[src/design/tda_defines.svh]
`ifndef TDA_DEFINES_SVH
`define TDA_DEFINES_SVH
`define TDA_CLK_HZ 25000000
`define TDA_TICKS_PER_BIT 200
`define TDA_TICKS 8'hc8
`define TDA_HALF 8'h64
`define TDA_ERR_MAX 6'h32
`define TDA_ADDR_CTRL 8'h00
`define TDA_ADDR_STATUS 8'h04
`define TDA_ADDR_CLEAR 8'h08
`define TDA_CTRL_RST 17'h0_0000
`define TDA_CTRL_W 17
`define TDA_CLEAR_BIT 0
`define TDA_LFSR_SEED 9'h1ff
`define TDA_RESP_OKAY 2'h0
`define TDA_RESP_SLVERR 2'h2
`define TDA_BAUD10_A0 375
`define TDA_BAUD10_A1 500
`define TDA_BAUD10_A2 750
`define TDA_BAUD10_A3 1500
`define TDA_BAUD10_A4 3000
`define TDA_BAUD10_A5 6000
`define TDA_BAUD10_A6 12000
`define TDA_BAUD10_A7 24000
`define TDA_BAUD10_A8 48000
`define TDA_BAUD10_A9 96000
`define TDA_BAUD10_B0 1100
`define TDA_BAUD10_B1 1345
`define TDA_BAUD10_B2 2000
`define TDA_BAUD10_B3 18000
`define TDA_BAUD10_B4 36000
`define TDA_BAUD10_B5 72000
`endif

[src/design/tda_pkg.sv]
package tda_pkg;
  typedef enum logic [2:0] {md_peak, md_bias, md_end, reversal_pattern_mode,
    pseudo_random_mode, md_parity} tda_mode_t;
  typedef enum logic [2:0] {lvl_5, lvl_6, lvl_7, lvl_8, lvl_sync} tda_level_t;
  typedef enum logic [1:0] {fr_idle, fr_char, fr_sync} tda_frame_t;
  typedef struct packed {
    logic [3:0] trans_sel;
    logic external_time_base_select;
    logic [3:0] rate_sel;
    logic range_b;
    logic polarity_invert_select;
    tda_level_t level;
    tda_mode_t mode;
  } tda_ctrl_t;
  typedef struct packed {
    logic marking;
    logic line_mark;
    logic overflow;
    logic [5:0] readout;
  } tda_status_t;
endpackage

[src/design/tda_analyzer.sv]
// What this block does
// - start-stop characters carry 5, 6, 7 or 8 data levels per selector
// - sync selector position treats input as continuous bit stream, no framing
// - polarity setting inverts sampled input before framing and measuring
// - line-mark output follows the conditioned input being Mark
// - bit timing from selectable internal rate, range A 37.5 to 9600 baud
// - range setting picks range A or range B rate table
// - reversal mode counts mismatches against alternating mark/space
// - pseudo-random mode counts mismatches against local sequence
// - parity mode counts 8-level characters whose parity fails
// - peak mode reports largest transition displacement, both framings
// - bias mode measures marking versus spacing lengthening, both framings
// - end mode averages character end transitions, start-stop only
// - all position includes every transition in measurement
// - numbered position measures only that transition of each character
// - distortion modes read out percent of unit interval, 0 to 50
// - error modes read out accumulated error count, 0 to 50
// - error counter stops at 50 with sticky overflow until manual clear
`timescale 1ns/1ps
`include "tda_defines.svh"
module tda_analyzer (
  input wire logic clk_sys,
  input wire logic rst,
  input wire logic ce,
  input wire logic [7:0] s_axi_awaddr,
  input wire logic s_axi_awvalid,
  output logic s_axi_awready,
  input wire logic [31:0] s_axi_wdata,
  input wire logic [3:0] s_axi_wstrb,
  input wire logic s_axi_wvalid,
  output logic s_axi_wready,
  output logic [1:0] s_axi_bresp,
  output logic s_axi_bvalid,
  input wire logic s_axi_bready,
  input wire logic [7:0] s_axi_araddr,
  input wire logic s_axi_arvalid,
  output logic s_axi_arready,
  output logic [31:0] s_axi_rdata,
  output logic [1:0] s_axi_rresp,
  output logic s_axi_rvalid,
  input wire logic s_axi_rready,
  input wire logic line_in,
  input wire logic ext_time_base,
  output logic line_mark,
  output logic [5:0] readout,
  output logic overflow,
  output logic marking
);
  function automatic logic [11:0] rate_div(input logic rb, input logic [3:0] sel);
    int b;
    b = `TDA_BAUD10_A9;
    if (!rb)
    begin
      case (sel)
        4'h0: b = `TDA_BAUD10_A0;
        4'h1: b = `TDA_BAUD10_A1;
        4'h2: b = `TDA_BAUD10_A2;
        4'h3: b = `TDA_BAUD10_A3;
        4'h4: b = `TDA_BAUD10_A4;
        4'h5: b = `TDA_BAUD10_A5;
        4'h6: b = `TDA_BAUD10_A6;
        4'h7: b = `TDA_BAUD10_A7;
        4'h8: b = `TDA_BAUD10_A8;
        default: b = `TDA_BAUD10_A9;
      endcase
    end
    else
    begin
      case (sel)
        4'h0: b = `TDA_BAUD10_B0;
        4'h1: b = `TDA_BAUD10_B1;
        4'h2: b = `TDA_BAUD10_B2;
        4'h3: b = `TDA_BAUD10_B3;
        4'h4: b = `TDA_BAUD10_B4;
        default: b = `TDA_BAUD10_B5;
      endcase
    end
    // rates are kept in tenths of a baud so 37.5 stays exact
    return 12'(`TDA_CLK_HZ * 10 / (`TDA_TICKS_PER_BIT * b));
  endfunction

  function automatic logic [5:0] avg6(input logic [5:0] a, input logic [5:0] b);
    logic [6:0] s;
    s = 7'(a) + 7'(b);
    return s[6:1];
  endfunction

  // register bus
  tda_pkg::tda_ctrl_t ctrl_r, ctrl_nxt;
  logic aw_held_r, aw_held_nxt, w_held_r, w_held_nxt;
  logic [7:0] awaddr_r, awaddr_nxt;
  logic [31:0] wdata_r, wdata_nxt, rdata_r, rdata_nxt;
  logic [3:0] wstrb_r, wstrb_nxt;
  logic bvalid_r, bvalid_nxt, rvalid_r, rvalid_nxt;
  logic [1:0] bresp_r, bresp_nxt, rresp_r, rresp_nxt;
  logic wr_fire, clr;
  logic [31:0] word;
  tda_pkg::tda_status_t status_r, status_nxt;

  assign s_axi_awready = ce & ~aw_held_r;
  assign s_axi_wready = ce & ~w_held_r;
  assign s_axi_arready = ce & ~rvalid_r;
  assign s_axi_bvalid = bvalid_r;
  assign s_axi_bresp = bresp_r;
  assign s_axi_rvalid = rvalid_r;
  assign s_axi_rdata = rdata_r;
  assign s_axi_rresp = rresp_r;
  assign wr_fire = aw_held_r & w_held_r & ~bvalid_r;
  assign clr = wr_fire && {awaddr_r[7:2], 2'b00} == `TDA_ADDR_CLEAR &&
    wstrb_r[0] && wdata_r[`TDA_CLEAR_BIT];

  always_comb
  begin
    aw_held_nxt = aw_held_r;
    awaddr_nxt = awaddr_r;
    w_held_nxt = w_held_r;
    wdata_nxt = wdata_r;
    wstrb_nxt = wstrb_r;
    bvalid_nxt = bvalid_r;
    bresp_nxt = bresp_r;
    rvalid_nxt = rvalid_r;
    rdata_nxt = rdata_r;
    rresp_nxt = rresp_r;
    ctrl_nxt = ctrl_r;
    word = {15'h0000, ctrl_r};
    if (s_axi_awvalid && s_axi_awready)
    begin
      aw_held_nxt = 1'b1;
      awaddr_nxt = s_axi_awaddr;
    end
    if (s_axi_wvalid && s_axi_wready)
    begin
      w_held_nxt = 1'b1;
      wdata_nxt = s_axi_wdata;
      wstrb_nxt = s_axi_wstrb;
    end
    if (bvalid_r && s_axi_bready)
      bvalid_nxt = 1'b0;
    if (wr_fire)
    begin
      aw_held_nxt = 1'b0;
      w_held_nxt = 1'b0;
      bvalid_nxt = 1'b1;
      bresp_nxt = `TDA_RESP_OKAY;
      if ({awaddr_r[7:2], 2'b00} == `TDA_ADDR_CTRL)
      begin
        for (int i = 0; i < 3; i++)
          if (wstrb_r[i])
            word[8*i +: 8] = wdata_r[8*i +: 8];
        ctrl_nxt = tda_pkg::tda_ctrl_t'(word[`TDA_CTRL_W-1:0]);
      end
      else if ({awaddr_r[7:2], 2'b00} != `TDA_ADDR_CLEAR)
        bresp_nxt = `TDA_RESP_SLVERR;
    end
    if (rvalid_r && s_axi_rready)
      rvalid_nxt = 1'b0;
    if (s_axi_arvalid && s_axi_arready)
    begin
      rvalid_nxt = 1'b1;
      rresp_nxt = `TDA_RESP_OKAY;
      rdata_nxt = 32'h0000_0000;
      if ({s_axi_araddr[7:2], 2'b00} == `TDA_ADDR_CTRL)
        rdata_nxt = {15'h0000, ctrl_r};
      else if ({s_axi_araddr[7:2], 2'b00} == `TDA_ADDR_STATUS)
        rdata_nxt = {23'h00_0000, status_r};
      else if ({s_axi_araddr[7:2], 2'b00} != `TDA_ADDR_CLEAR)
        rresp_nxt = `TDA_RESP_SLVERR;
    end
  end

  always_ff @(posedge clk_sys or posedge rst)
  begin
    if (rst)
    begin
      ctrl_r <= tda_pkg::tda_ctrl_t'(`TDA_CTRL_RST);
      aw_held_r <= 1'b0;
      awaddr_r <= 8'h00;
      w_held_r <= 1'b0;
      wdata_r <= 32'h0000_0000;
      wstrb_r <= 4'h0;
      bvalid_r <= 1'b0;
      bresp_r <= `TDA_RESP_OKAY;
      rvalid_r <= 1'b0;
      rdata_r <= 32'h0000_0000;
      rresp_r <= `TDA_RESP_OKAY;
    end
    else if (ce)
    begin
      ctrl_r <= ctrl_nxt;
      aw_held_r <= aw_held_nxt;
      awaddr_r <= awaddr_nxt;
      w_held_r <= w_held_nxt;
      wdata_r <= wdata_nxt;
      wstrb_r <= wstrb_nxt;
      bvalid_r <= bvalid_nxt;
      bresp_r <= bresp_nxt;
      rvalid_r <= rvalid_nxt;
      rdata_r <= rdata_nxt;
      rresp_r <= rresp_nxt;
    end
  end

  // time base and measurement
  tda_pkg::tda_frame_t frame_r, frame_nxt;
  logic [11:0] tb_cnt_r, tb_cnt_nxt, div;
  logic ext_d_r, prev_r, aligned_r, aligned_nxt, rev_r, rev_nxt, ovf_r, ovf_nxt, mark_r, mark_nxt;
  logic [7:0] phase_r, phase_nxt, char_r, char_nxt, disp;
  logic [3:0] bit_r, bit_nxt, nbits, bnd;
  logic [8:0] lfsr_r, lfsr_nxt;
  logic [5:0] peak_r, peak_nxt, bias_r, bias_nxt, end_r, end_nxt, err_r, err_nxt, pct;
  logic tick, cond, edge_ev, is_sync, late, incl, bit_ev, err_ev;

  assign cond = line_in ^ ctrl_r.polarity_invert_select;
  assign is_sync = ctrl_r.level >= tda_pkg::lvl_sync;
  assign nbits = 4'(ctrl_r.level) + 4'h5;
  assign div = rate_div(ctrl_r.range_b, ctrl_r.rate_sel);
  // external ticks are its rising edges, one per two-hundredth of a bit
  assign tick = ctrl_r.external_time_base_select ? (ext_time_base & ~ext_d_r) :
    (tb_cnt_r >= div - 12'h001);
  assign edge_ev = cond != prev_r;
  assign late = phase_r < `TDA_HALF;
  assign disp = late ? phase_r : `TDA_TICKS - phase_r;
  assign pct = disp[6:1];
  assign bnd = late ? bit_r : bit_r + 4'h1;
  assign incl = (frame_r == tda_pkg::fr_sync && aligned_r) ||
    (frame_r == tda_pkg::fr_char && (ctrl_r.trans_sel == 4'h0 ||
    ctrl_r.trans_sel == bnd));

  always_comb
  begin
    frame_nxt = frame_r;
    phase_nxt = phase_r;
    bit_nxt = bit_r;
    char_nxt = char_r;
    aligned_nxt = aligned_r;
    lfsr_nxt = lfsr_r;
    rev_nxt = rev_r;
    peak_nxt = peak_r;
    bias_nxt = bias_r;
    end_nxt = end_r;
    mark_nxt = mark_r;
    err_nxt = err_r;
    ovf_nxt = ovf_r;
    tb_cnt_nxt = (tick || ctrl_r.external_time_base_select) ? 12'h000 : tb_cnt_r + 12'h001;
    bit_ev = 1'b0;
    err_ev = 1'b0;
    case (frame_r)
      tda_pkg::fr_idle:
      begin
        phase_nxt = 8'h00;
        bit_nxt = 4'h0;
        if (is_sync)
          frame_nxt = tda_pkg::fr_sync;
        else if (edge_ev && !cond)
          frame_nxt = tda_pkg::fr_char;
      end
      tda_pkg::fr_char:
      begin
        if (is_sync)
          frame_nxt = tda_pkg::fr_sync;
        else if (tick)
        begin
          phase_nxt = (phase_r == `TDA_TICKS - 8'h01) ? 8'h00 : phase_r + 8'h01;
          bit_nxt = (phase_r == `TDA_TICKS - 8'h01) ? bit_r + 4'h1 : bit_r;
          if (phase_r == `TDA_HALF - 8'h01)
          begin
            // a start element that reads Mark at its centre is a glitch
            if (bit_r == 4'h0 && cond)
              frame_nxt = tda_pkg::fr_idle;
            else if (bit_r != 4'h0 && bit_r <= nbits)
            begin
              bit_ev = 1'b1;
              char_nxt = {cond, char_r[7:1]};
            end
            else if (bit_r > nbits)
            begin
              frame_nxt = tda_pkg::fr_idle;
              err_ev = ctrl_r.mode == tda_pkg::md_parity &&
                ctrl_r.level == tda_pkg::lvl_8 && ^char_r;
            end
          end
        end
      end
      default:
      begin
        bit_nxt = 4'h0;
        if (!is_sync)
          frame_nxt = tda_pkg::fr_idle;
        else if (edge_ev && !aligned_r)
        begin
          // first edge after a clear sets the bit-cell phase, no later resync
          phase_nxt = 8'h00;
          aligned_nxt = 1'b1;
        end
        else if (tick)
        begin
          phase_nxt = (phase_r == `TDA_TICKS - 8'h01) ? 8'h00 : phase_r + 8'h01;
          bit_ev = aligned_r && phase_r == `TDA_HALF - 8'h01;
        end
      end
    endcase
    if (bit_ev)
    begin
      rev_nxt = ~rev_r;
      lfsr_nxt = {lfsr_r[7:0], lfsr_r[8] ^ lfsr_r[4]};
      if (ctrl_r.mode == tda_pkg::reversal_pattern_mode && cond != rev_r)
        err_ev = 1'b1;
      if (ctrl_r.mode == tda_pkg::pseudo_random_mode && cond != lfsr_r[8])
        err_ev = 1'b1;
    end
    if (edge_ev && incl)
    begin
      if (pct > peak_r)
        peak_nxt = pct;
      bias_nxt = avg6(bias_r, pct);
      mark_nxt = late ^ cond;
      if (frame_r == tda_pkg::fr_char && cond && bnd == nbits + 4'h1)
        end_nxt = avg6(end_r, pct);
    end
    if (err_ev && err_r != `TDA_ERR_MAX)
      err_nxt = err_r + 6'h01;
    if (err_ev && err_r == `TDA_ERR_MAX - 6'h01)
      ovf_nxt = 1'b1;
    if (clr)
    begin
      // an error in the clearing cycle still counts
      err_nxt = err_ev ? 6'h01 : 6'h00;
      ovf_nxt = 1'b0;
      peak_nxt = 6'h00;
      bias_nxt = 6'h00;
      end_nxt = 6'h00;
      mark_nxt = 1'b0;
      aligned_nxt = 1'b0;
      rev_nxt = 1'b1;
      lfsr_nxt = `TDA_LFSR_SEED;
    end
    status_nxt.line_mark = cond;
    status_nxt.overflow = ovf_nxt;
    status_nxt.marking = mark_nxt;
    case (ctrl_r.mode)
      tda_pkg::md_peak: status_nxt.readout = peak_nxt;
      tda_pkg::md_bias: status_nxt.readout = bias_nxt;
      tda_pkg::md_end: status_nxt.readout = end_nxt;
      tda_pkg::reversal_pattern_mode, tda_pkg::pseudo_random_mode,
      tda_pkg::md_parity: status_nxt.readout = err_nxt;
      default: status_nxt.readout = 6'h00;
    endcase
  end

  always_ff @(posedge clk_sys or posedge rst)
  begin
    if (rst)
    begin
      frame_r <= tda_pkg::fr_idle;
      tb_cnt_r <= 12'h000;
      ext_d_r <= 1'b0;
      prev_r <= 1'b1;
      phase_r <= 8'h00;
      bit_r <= 4'h0;
      char_r <= 8'h00;
      aligned_r <= 1'b0;
      lfsr_r <= `TDA_LFSR_SEED;
      rev_r <= 1'b1;
      peak_r <= 6'h00;
      bias_r <= 6'h00;
      end_r <= 6'h00;
      mark_r <= 1'b0;
      err_r <= 6'h00;
      ovf_r <= 1'b0;
      status_r <= '0;
    end
    else if (ce)
    begin
      frame_r <= frame_nxt;
      tb_cnt_r <= tb_cnt_nxt;
      ext_d_r <= ext_time_base;
      prev_r <= cond;
      phase_r <= phase_nxt;
      bit_r <= bit_nxt;
      char_r <= char_nxt;
      aligned_r <= aligned_nxt;
      lfsr_r <= lfsr_nxt;
      rev_r <= rev_nxt;
      peak_r <= peak_nxt;
      bias_r <= bias_nxt;
      end_r <= end_nxt;
      mark_r <= mark_nxt;
      err_r <= err_nxt;
      ovf_r <= ovf_nxt;
      status_r <= status_nxt;
    end
  end

  assign line_mark = status_r.line_mark;
  assign readout = status_r.readout;
  assign overflow = status_r.overflow;
  assign marking = status_r.marking;
endmodule

[config.mk]
export PLATFORM = sky130hd
export DESIGN_NAME = tda_analyzer
export DESIGN_NICKNAME = d
export VERILOG_FILES = /design/src/design/tda_pkg.sv /design/src/design/tda_analyzer.sv
export VERILOG_INCLUDE_DIRS = /design/src /design/src/design
export SDC_FILE = /design/constraint.sdc
export NUM_CORES = 1
export LEC_CHECK = 0
export BUFFER_PORTS_ARGS = -buffer_cell sky130_fd_sc_hd__buf_2
export CAP_MARGIN = 20
export CELL_PAD_IN_SITES_DETAIL_PLACEMENT = 1
export CELL_PAD_IN_SITES_GLOBAL_PLACEMENT = 1
export CORE_MARGIN = 8
export CORE_UTILIZATION = 45
export CTS_CLUSTER_DIAMETER = 40
export DETAILED_ROUTE_END_ITERATION = 7
export GPL_TIMING_DRIVEN = 0
export PLACE_DENSITY = 0.83
export REMOVE_ABC_BUFFERS = 1
export SYNTH_ARGS = -nofsm -noshare
export SYNTH_HDL_FRONTEND = slang
export SYNTH_SLANG_ARGS = --single-unit
[constraint.sdc]
create_clock -name clk_sys -period 87 [get_ports clk_sys]
set_clock_uncertainty 0.2 [all_clocks]
set_input_delay 17.4 -clock clk_sys [delete_from_list [all_inputs] [get_ports clk_sys]]
set_output_delay 17.4 -clock clk_sys [all_outputs]
set_load 0.01 [all_outputs]
==> results of run 1 <==
## Yosys cell counts (all sizes together), types with 12 or more instances
cell type,instances,share of area
nand4,49,0.0095
a311oi,12,0.0034
nor2,469,0.050
nand3,137,0.020
nand2,413,0.044
a31oi,71,0.014
fa,17,0.0097
xor2,115,0.029
a22o,19,0.0047
o21a,113,0.024
a31o,16,0.0040
o31a,13,0.0033
or2,35,0.0062
nor2b,44,0.0078
and3,47,0.0084
a21o,156,0.033
o21ai,280,0.040
buf,59,0.0093
nor3b,12,0.0029
a2111oi,20,0.0068
nor3,132,0.020
o21bai,42,0.0090
a211oi,52,0.012
o2111ai,15,0.0037
dfrtp,135,0.096
a211o,26,0.0065
mux2i,46,0.014
xnor2,230,0.059
inv,184,0.020
or3,49,0.0087
nor4,30,0.0059
o31ai,50,0.011
a21boi,30,0.0068
and2,43,0.0077
o211ai,54,0.012
o22ai,12,0.0021
or4,20,0.0043
a21oi,391,0.056
ha,493,0.18
o41ai,13,0.0044
mux2,170,0.055
nand2b,80,0.014
clkbuf,108,0.012
## critical path: cells and delay by family, from the launching register on
family,cells,cell delay [ps]
AO/OA/AOI/OAI,147,38290
adder cells (fa/ha/maj),33,10660
XOR/XNOR,1,190
multiplexers,8,2730
buffers and inverters,15,2930
flip-flops,1,630
AND/OR/NAND/NOR,106,26720
## per-stage QoR
step	setup TNS, ps	hold WS [ps]	utilization
after CTS	0	301	0.485
final	0	303	0.491
after global routing	-372	327	0.491
after floorplan	0	266	-
after detailed placement	-150260	281	0.476
after global placement	-872160	259	0.466
## cell families after synthesis
| family | Yosys count |
|---|---|
| adders and majority gates | 510 |
| other | 1 |
| buffers and inverters | 353 |
| muxes | 216 |
| xor gates and xnor gates | 345 |
| and+or+nand+nor | 1601 |
| DFF | 146 |
| AOI/OAI and AO/OA | 1514 |
## per-layer routing
metal,up-vias,global-route usage
met5,-,0
met4,0,0.102
met3,332,0.0245
met2,1141,0.500
met1,18356,0.360
li1,17437,-
## flip-flops by register name (all words and copies together), names as in the netlist, 8 cells and up
register     cells
lfsr_r           9
char_r           8
wdata_r         17
phase_r          8
tb_cnt_r        12
s_axi_rdata     17
ctrl_r          17
## cells in the final DEF, fill, tap and decap left out, types with 65 or more instances in the layout
cell type	Yosys	routed
buf_2	25	75
mux2_2	159	159
a21oi_1	389	384
dfrtp_1	135	131
xnor2_1	226	225
o21ai_0	261	258
nand2_1	410	406
a31oi_1	68	65
a21o_1	156	155
inv_1	183	178
nand3_1	136	132
nor3_1	127	123
xor2_1	114	112
nand2b_1	80	80
nor2_1	468	462
o21a_1	113	113
ha_1	493	493
## final cells by class
cell class / count / area [um2] / area share
timing repair buffer: 136 / 1230 / 0.0323
clock inverter: 14 / 185 / 0.00488
multi-input combinational: 4206 / 30400 / 0.802
inverter: 186 / 703 / 0.0185
clock buffer: 18 / 429 / 0.0113
tap: 1040 / 1300 / 0.0343
sequential: 146 / 3670 / 0.0967
antenna: 1 / 2.50 / 0.0000659
## worst max-delay path by stage
stage / startpoint / endpoint / slack (ps)
floorplan: ctrl_r[11] / readout[5] / 12950
global placement: ctrl_r[11] / readout[5] / -15870
detailed placement: ctrl_r[11] / readout[5] / -3090
CTS: ctrl_r[11] / readout[5] / 10
global route: ctrl_r[11] / readout[5] / -120
finish: ctrl_r[11] / readout[0] / 4210
## timing repair
item / in CTS / in global routing
cloned: 0 / 2
resized for setup: 14 / 47
pin swaps: 1 / 8
endpoints found under the setup margin: 56 / 56
endpoints found under the hold margin: 0 / 0
buffers inserted: 1 / 24
==> metrics.md, run 1 <==
| Metric | Value |
|---|---|
| Synth Area in Compound Gates | `0.292` |
| Post-synthesis mux area share | `0.0685` |
| I/O pins | `112` |
| CTS tree | `built` |
| Share of cells above drive strength 1 | `0.109` |
| Reg clk slew, reported paths | `70 ps` |
| Max H-tree Level | `4` |
| Crit share post-route | `0.952` |
| Nets@finish | `5,265` |
| Synth Area per Inst | `7.48 um2` |
| Slew Limit Fails | `0` |
| DRC errors left | `0` |
| Hold EP | `s_axi_rdata[1]` |
| Initial antenna violation count | `1` |
| Worst min-delay path category | `reg -> reg` |
| Met1 WL | `56,400 um` |
| Fmax | `0.0121 GHz` |
| DR vias | `37,266` |
| Port Buffer Count | `74` |
| Fin. Hold Viols | `0` |
| Post-synth ARST share | `1.00` |
| Ys Warns | `0` |
| Layout area overhead | `8.26%` |
| Worst r2r dst | `readout[0]` |
| Post-synthesis cell type count | `127` |
| Post-synthesis sequential area ratio | `0.105` |
| Vias/cell | `6.48` |
| Core box area | `77,300 um2` |
| CP most frequent cell | `ha_1` |
| Vias in the first global route | `38,237` |
| Initial Util | `0.453` |
| Drt initial violations | `2,557` |
| Die Wd | `295 um` |
| DR WL/cell | `22.6 um` |
| DR pass1 iterations | `6` |
| # rows | `102` |
| Crit path DAT | `82,880 ps` |
| Die Y | `295 um` |
| PnR worst setup slack | `4210 ps` |
| Relative slew margins | `0.210` |
| Worst path max stage delay | `630 ps` |
| RR Startpoint | `ctrl_r[11]` |
| Routability cong. | `0.899` |
| Dominant synthesized flop cell | `dfrtp_1` |
| Global-route wire length before repair | `205,000 um` |
| Layout Cells excl Fill | `5,747` |
| Post-Place Cell Area | `36,800 um2` |
| WL met2 | `62,900 um` |
| Post-route ant nets | `0` |
| Post-synthesis instance total | `4,686` |
| Setup CP Type | `reg -> reg` |
| Overall routed net length | `130,000 um` |
| CP endpoint kind | `register` |
| Die area | `87,100 um2` |
| Global Route Usage Sum | `0.284` |
| Setup violators final | `0` |
| Pre-CTS setup slack | `-3090 ps` |
| CTS Sinks | `146` |
| Total grt overflow | `0` |
| HP Start | `s_axi_rdata[1]` |
| Reg2Reg Setup Slack | `4210 ps` |
| Reg2reg path depth | `310` |
| Top Metal Used | `met4` |
| Worst Tran Pin Value | `1170 ps` |
| Synth Area in Adders | `0.186` |
| Seq cells post-synth | `146` |
| Cts hold-fix bufs | `0` |
| Inst Count DP | `5,683` |
| Period minus WS final | `82,790 ps` |
| FILL cells | `9,769` |
| Worst Path Max Fanout | `33` |
| CP max stage cell | `dfrtp_2` |
| Xor/xnor share of the synthesized area | `0.0875` |
| Worst Path Required | `87,090 ps` |
| Clock buffer depth | `2` |
| Synth Cell Area | `35,100 um2` |
| Clock Root Buffer | `clkbuf_16` |
| Post-Synth Simple-Gate Area | `0.220` |
| Dpl hpwl | `100,000 um` |
| CTS buffer count | `17` |
| Met3 wire len | `5980 um` |
| Largest family of logic cells by synthesized area | `compound AO/OA/AOI/OAI gates` |
| Status | `finished, final reports clean` |
| WHS Path Cells | `2` |
| Max-Cap Viols | `0` |
| Largest net degree at the start of global routing | `97` |
| Setup crit start kind | `register` |
| Design area | `38,000 um2` |
| Latest clock arrival within the worst-skew pair | `440 ps` |
| EDFF count, synth | `0` |
Power of run 1 is not shown: default switching activity piles up to over one toggle a cycle in this logic, so the estimate is an artifact.
==> run 2, diff against run 1 <==
--- a/config.mk
+++ b/config.mk
@@ -9,14 +9,15 @@
 export BUFFER_PORTS_ARGS = -buffer_cell sky130_fd_sc_hd__buf_2
 export CAP_MARGIN = 20
 export CELL_PAD_IN_SITES_DETAIL_PLACEMENT = 1
-export CELL_PAD_IN_SITES_GLOBAL_PLACEMENT = 1
+export CELL_PAD_IN_SITES_GLOBAL_PLACEMENT = 2
 export CORE_MARGIN = 8
-export CORE_UTILIZATION = 45
+export CORE_UTILIZATION = 39
 export CTS_CLUSTER_DIAMETER = 40
 export DETAILED_ROUTE_END_ITERATION = 7
 export GPL_TIMING_DRIVEN = 0
-export PLACE_DENSITY = 0.83
+export PLACE_DENSITY = 0.89
 export REMOVE_ABC_BUFFERS = 1
+export SETUP_SLACK_MARGIN = 0.05
 export SYNTH_ARGS = -nofsm -noshare
 export SYNTH_HDL_FRONTEND = slang
 export SYNTH_SLANG_ARGS = --single-unit
==> run 2 against run 1 <==
Net effect: non-clock buffer count grew 9; sequential cell count is the same; via count shrank 2.5%; setup slack gained 280 ps; worst hold slack lost 20 ps.
==> metrics.md, run 2 (synthesis results as in run 1) <==
| Metric | Value |
|---|---|
| Status | `finished, final reports clean (unchanged)` |
| Clock Root Buffer | `clkbuf_16 (unchanged)` |
| Relative slew margins | `0.136 (was 0.210)` |
| Cts hold-fix bufs | `0 (unchanged)` |
| Crit path DAT | `82,680 ps (was 82,880 ps)` |
| Initial antenna violation count | `2 (was 1)` |
| Worst Path Required | `87,160 ps (was 87,090 ps)` |
| Layout area overhead | `9.26% (was 8.26%)` |
| Worst path max stage delay | `740 ps (was 630 ps)` |
| DR pass1 iterations | `7 (was 6)` |
| Clock buffer depth | `2 (unchanged)` |
| Setup crit start kind | `register (unchanged)` |
| Slew Limit Fails | `0 (unchanged)` |
| I/O pins | `112 (unchanged)` |
| Routability cong. | `0.890 (was 0.899)` |
| Die Wd | `316 um (was 295 um)` |
| Period minus WS final | `82,510 ps (was 82,790 ps)` |
| Dpl hpwl | `102,000 um (was 100,000 um)` |
| Largest net degree at the start of global routing | `90 (was 97)` |
| Reg area | `3670 um2 (about the same)` |
| Drt initial violations | `2,031 (was 2,557)` |
| Reg clk slew, reported paths | `90 ps (was 70 ps)` |
| Multi-input logic area | `30,500 um2 (was 30,400 um2)` |
| Global-route wire length before repair | `203,000 um (was 205,000 um)` |
| Vias in the first global route | `36,148 (was 38,237)` |
| Post-route ant nets | `0 (unchanged)` |
| DR WL/cell | `22.0 um (was 22.6 um)` |
| Die Y | `316 um (was 295 um)` |
| Max-Cap Viols | `0 (unchanged)` |
| Reg2Reg Setup Slack | `4490 ps (was 4210 ps)` |
| Worst Path Max Fanout | `33 (unchanged)` |
| # rows | `110 (was 102)` |
| Setup CP Type | `reg -> reg (unchanged)` |
| Nets@finish | `5,275 (was 5,265)` |
| Post-Place Cell Area | `37,100 um2 (was 36,800 um2)` |
| Design area | `38,300 um2 (was 38,000 um2)` |
| Final core utilization | `0.428 (was 0.491)` |
| Reg2reg path depth | `312 (was 310)` |
| CTS buffer count | `17 (unchanged)` |
| DRC errors left | `0 (unchanged)` |
| Vias/cell | `6.16 (was 6.48)` |
| Max H-tree Level | `4 (unchanged)` |
| Global Route Usage Sum | `0.248 (was 0.284)` |
| Setup violators final | `0 (unchanged)` |
| CP endpoint kind | `register (unchanged)` |
| CTS Sinks | `146 (unchanged)` |
| Fin. Hold Viols | `0 (unchanged)` |
| CTS tree | `built (unchanged)` |
| Overall routed net length | `130,000 um (about the same)` |
| Latest clock arrival within the worst-skew pair | `430 ps (was 440 ps)` |
| Crit share post-route | `0.948 (was 0.952)` |
| Leading cell type in the layout, fill and taps excluded | `ha_1 (unchanged)` |
| CP most frequent cell | `ha_1 (unchanged)` |
| Total grt overflow | `0 (unchanged)` |
| CP max stage cell | `a21oi_1 (was dfrtp_2)` |
| Most frequent cells in the layout | `493 x ha_1, 461 x nor2_1, 406 x nand2_1 (was 493 x ha_1, 462 x nor2_1, 406 x nand2_1)` |
| Die area | `99,800 um2 (was 87,100 um2)` |
| Hold_ws | `282 ps (was 303 ps)` |
| Worst min-delay path category | `reg -> reg (unchanged)` |
| Initial Util | `0.391 (was 0.453)` |
| PnR worst setup slack | `4490 ps (was 4210 ps)` |
| Worst Tran Pin Value | `1290 ps (was 1170 ps)` |
| FILL cells | `11,070 (was 9,769)` |
| Core box area | `89,600 um2 (was 77,300 um2)` |
| DR vias | `36,330 (was 37,266)` |
| Pre-CTS setup slack | `-3130 ps (was -3090 ps)` |
| WHS Path Cells | `2 (unchanged)` |
| Share of cells above drive strength 1 | `0.111 (was 0.109)` |
| Fmax | `0.0121 GHz (about the same)` |
| Port Buffer Count | `74 (unchanged)` |
==> run 2: stage by stage <==
step,TNS (ps),cells
4_1_cts,0,5861
3_3_place_gp,-970720,5786
6_report,0,5893
5_1_grt,-81.3,5893
3_5_place_dp,-157050,5827
2_1_floorplan,0,4536
==> run 2: path summary, 6_finish.rpt <==
kind                                 from              to
setup / recovery               ctrl_r[11]      readout[5]
hold / removal             s_axi_rdata[1]  s_axi_rdata[1]
setup reg to reg               ctrl_r[11]      readout[5]
hold reg to reg            s_axi_rdata[1]  s_axi_rdata[1]
max in group asynchronous             rst       lfsr_r[8]
min in group asynchronous             rst      wstrb_r[2]
==> run 2: area by class of cell <==
class                   instances  share of cell area
well taps                    1176              0.0384
repair buffers                145              0.0364
clock buffers                  17              0.0111
inverters                     186              0.0184
flip-flops and latches        146              0.0959
diodes                          1           0.0000653
clock inverters                15             0.00464
multi-input cells            4207               0.795
==> run 2: what timing repair did <==
action,4_1_cts,5_1_grt
endpoints found under the setup margin,56,56
gates resized for setup,19,43
buffers inserted,0,25
pin swaps,2,7
cloned,2,1
==> run 2: worst max-delay path, delay by kind of cell, from the launching register on <==
family | cells | cell delay, ps
DFF | 1 | 630
and+or+nand+nor | 102 | 24640
buffers and inverters | 18 | 3690
adders and majority gates | 33 | 10210
AOI/OAI and AO/OA | 148 | 39050
muxes | 11 | 3680
==> run 2: per-layer routing <==
layer  vias to the layer above  track usage  wire (um)
li1                      17495            -          -
met1                     17977        0.333      60700
met2                       687        0.429      61400
met3                       171       0.0160       4130
met4                         0       0.0641       3420
met5                         -            0          0
Power of run 2 is left out for the same reason.
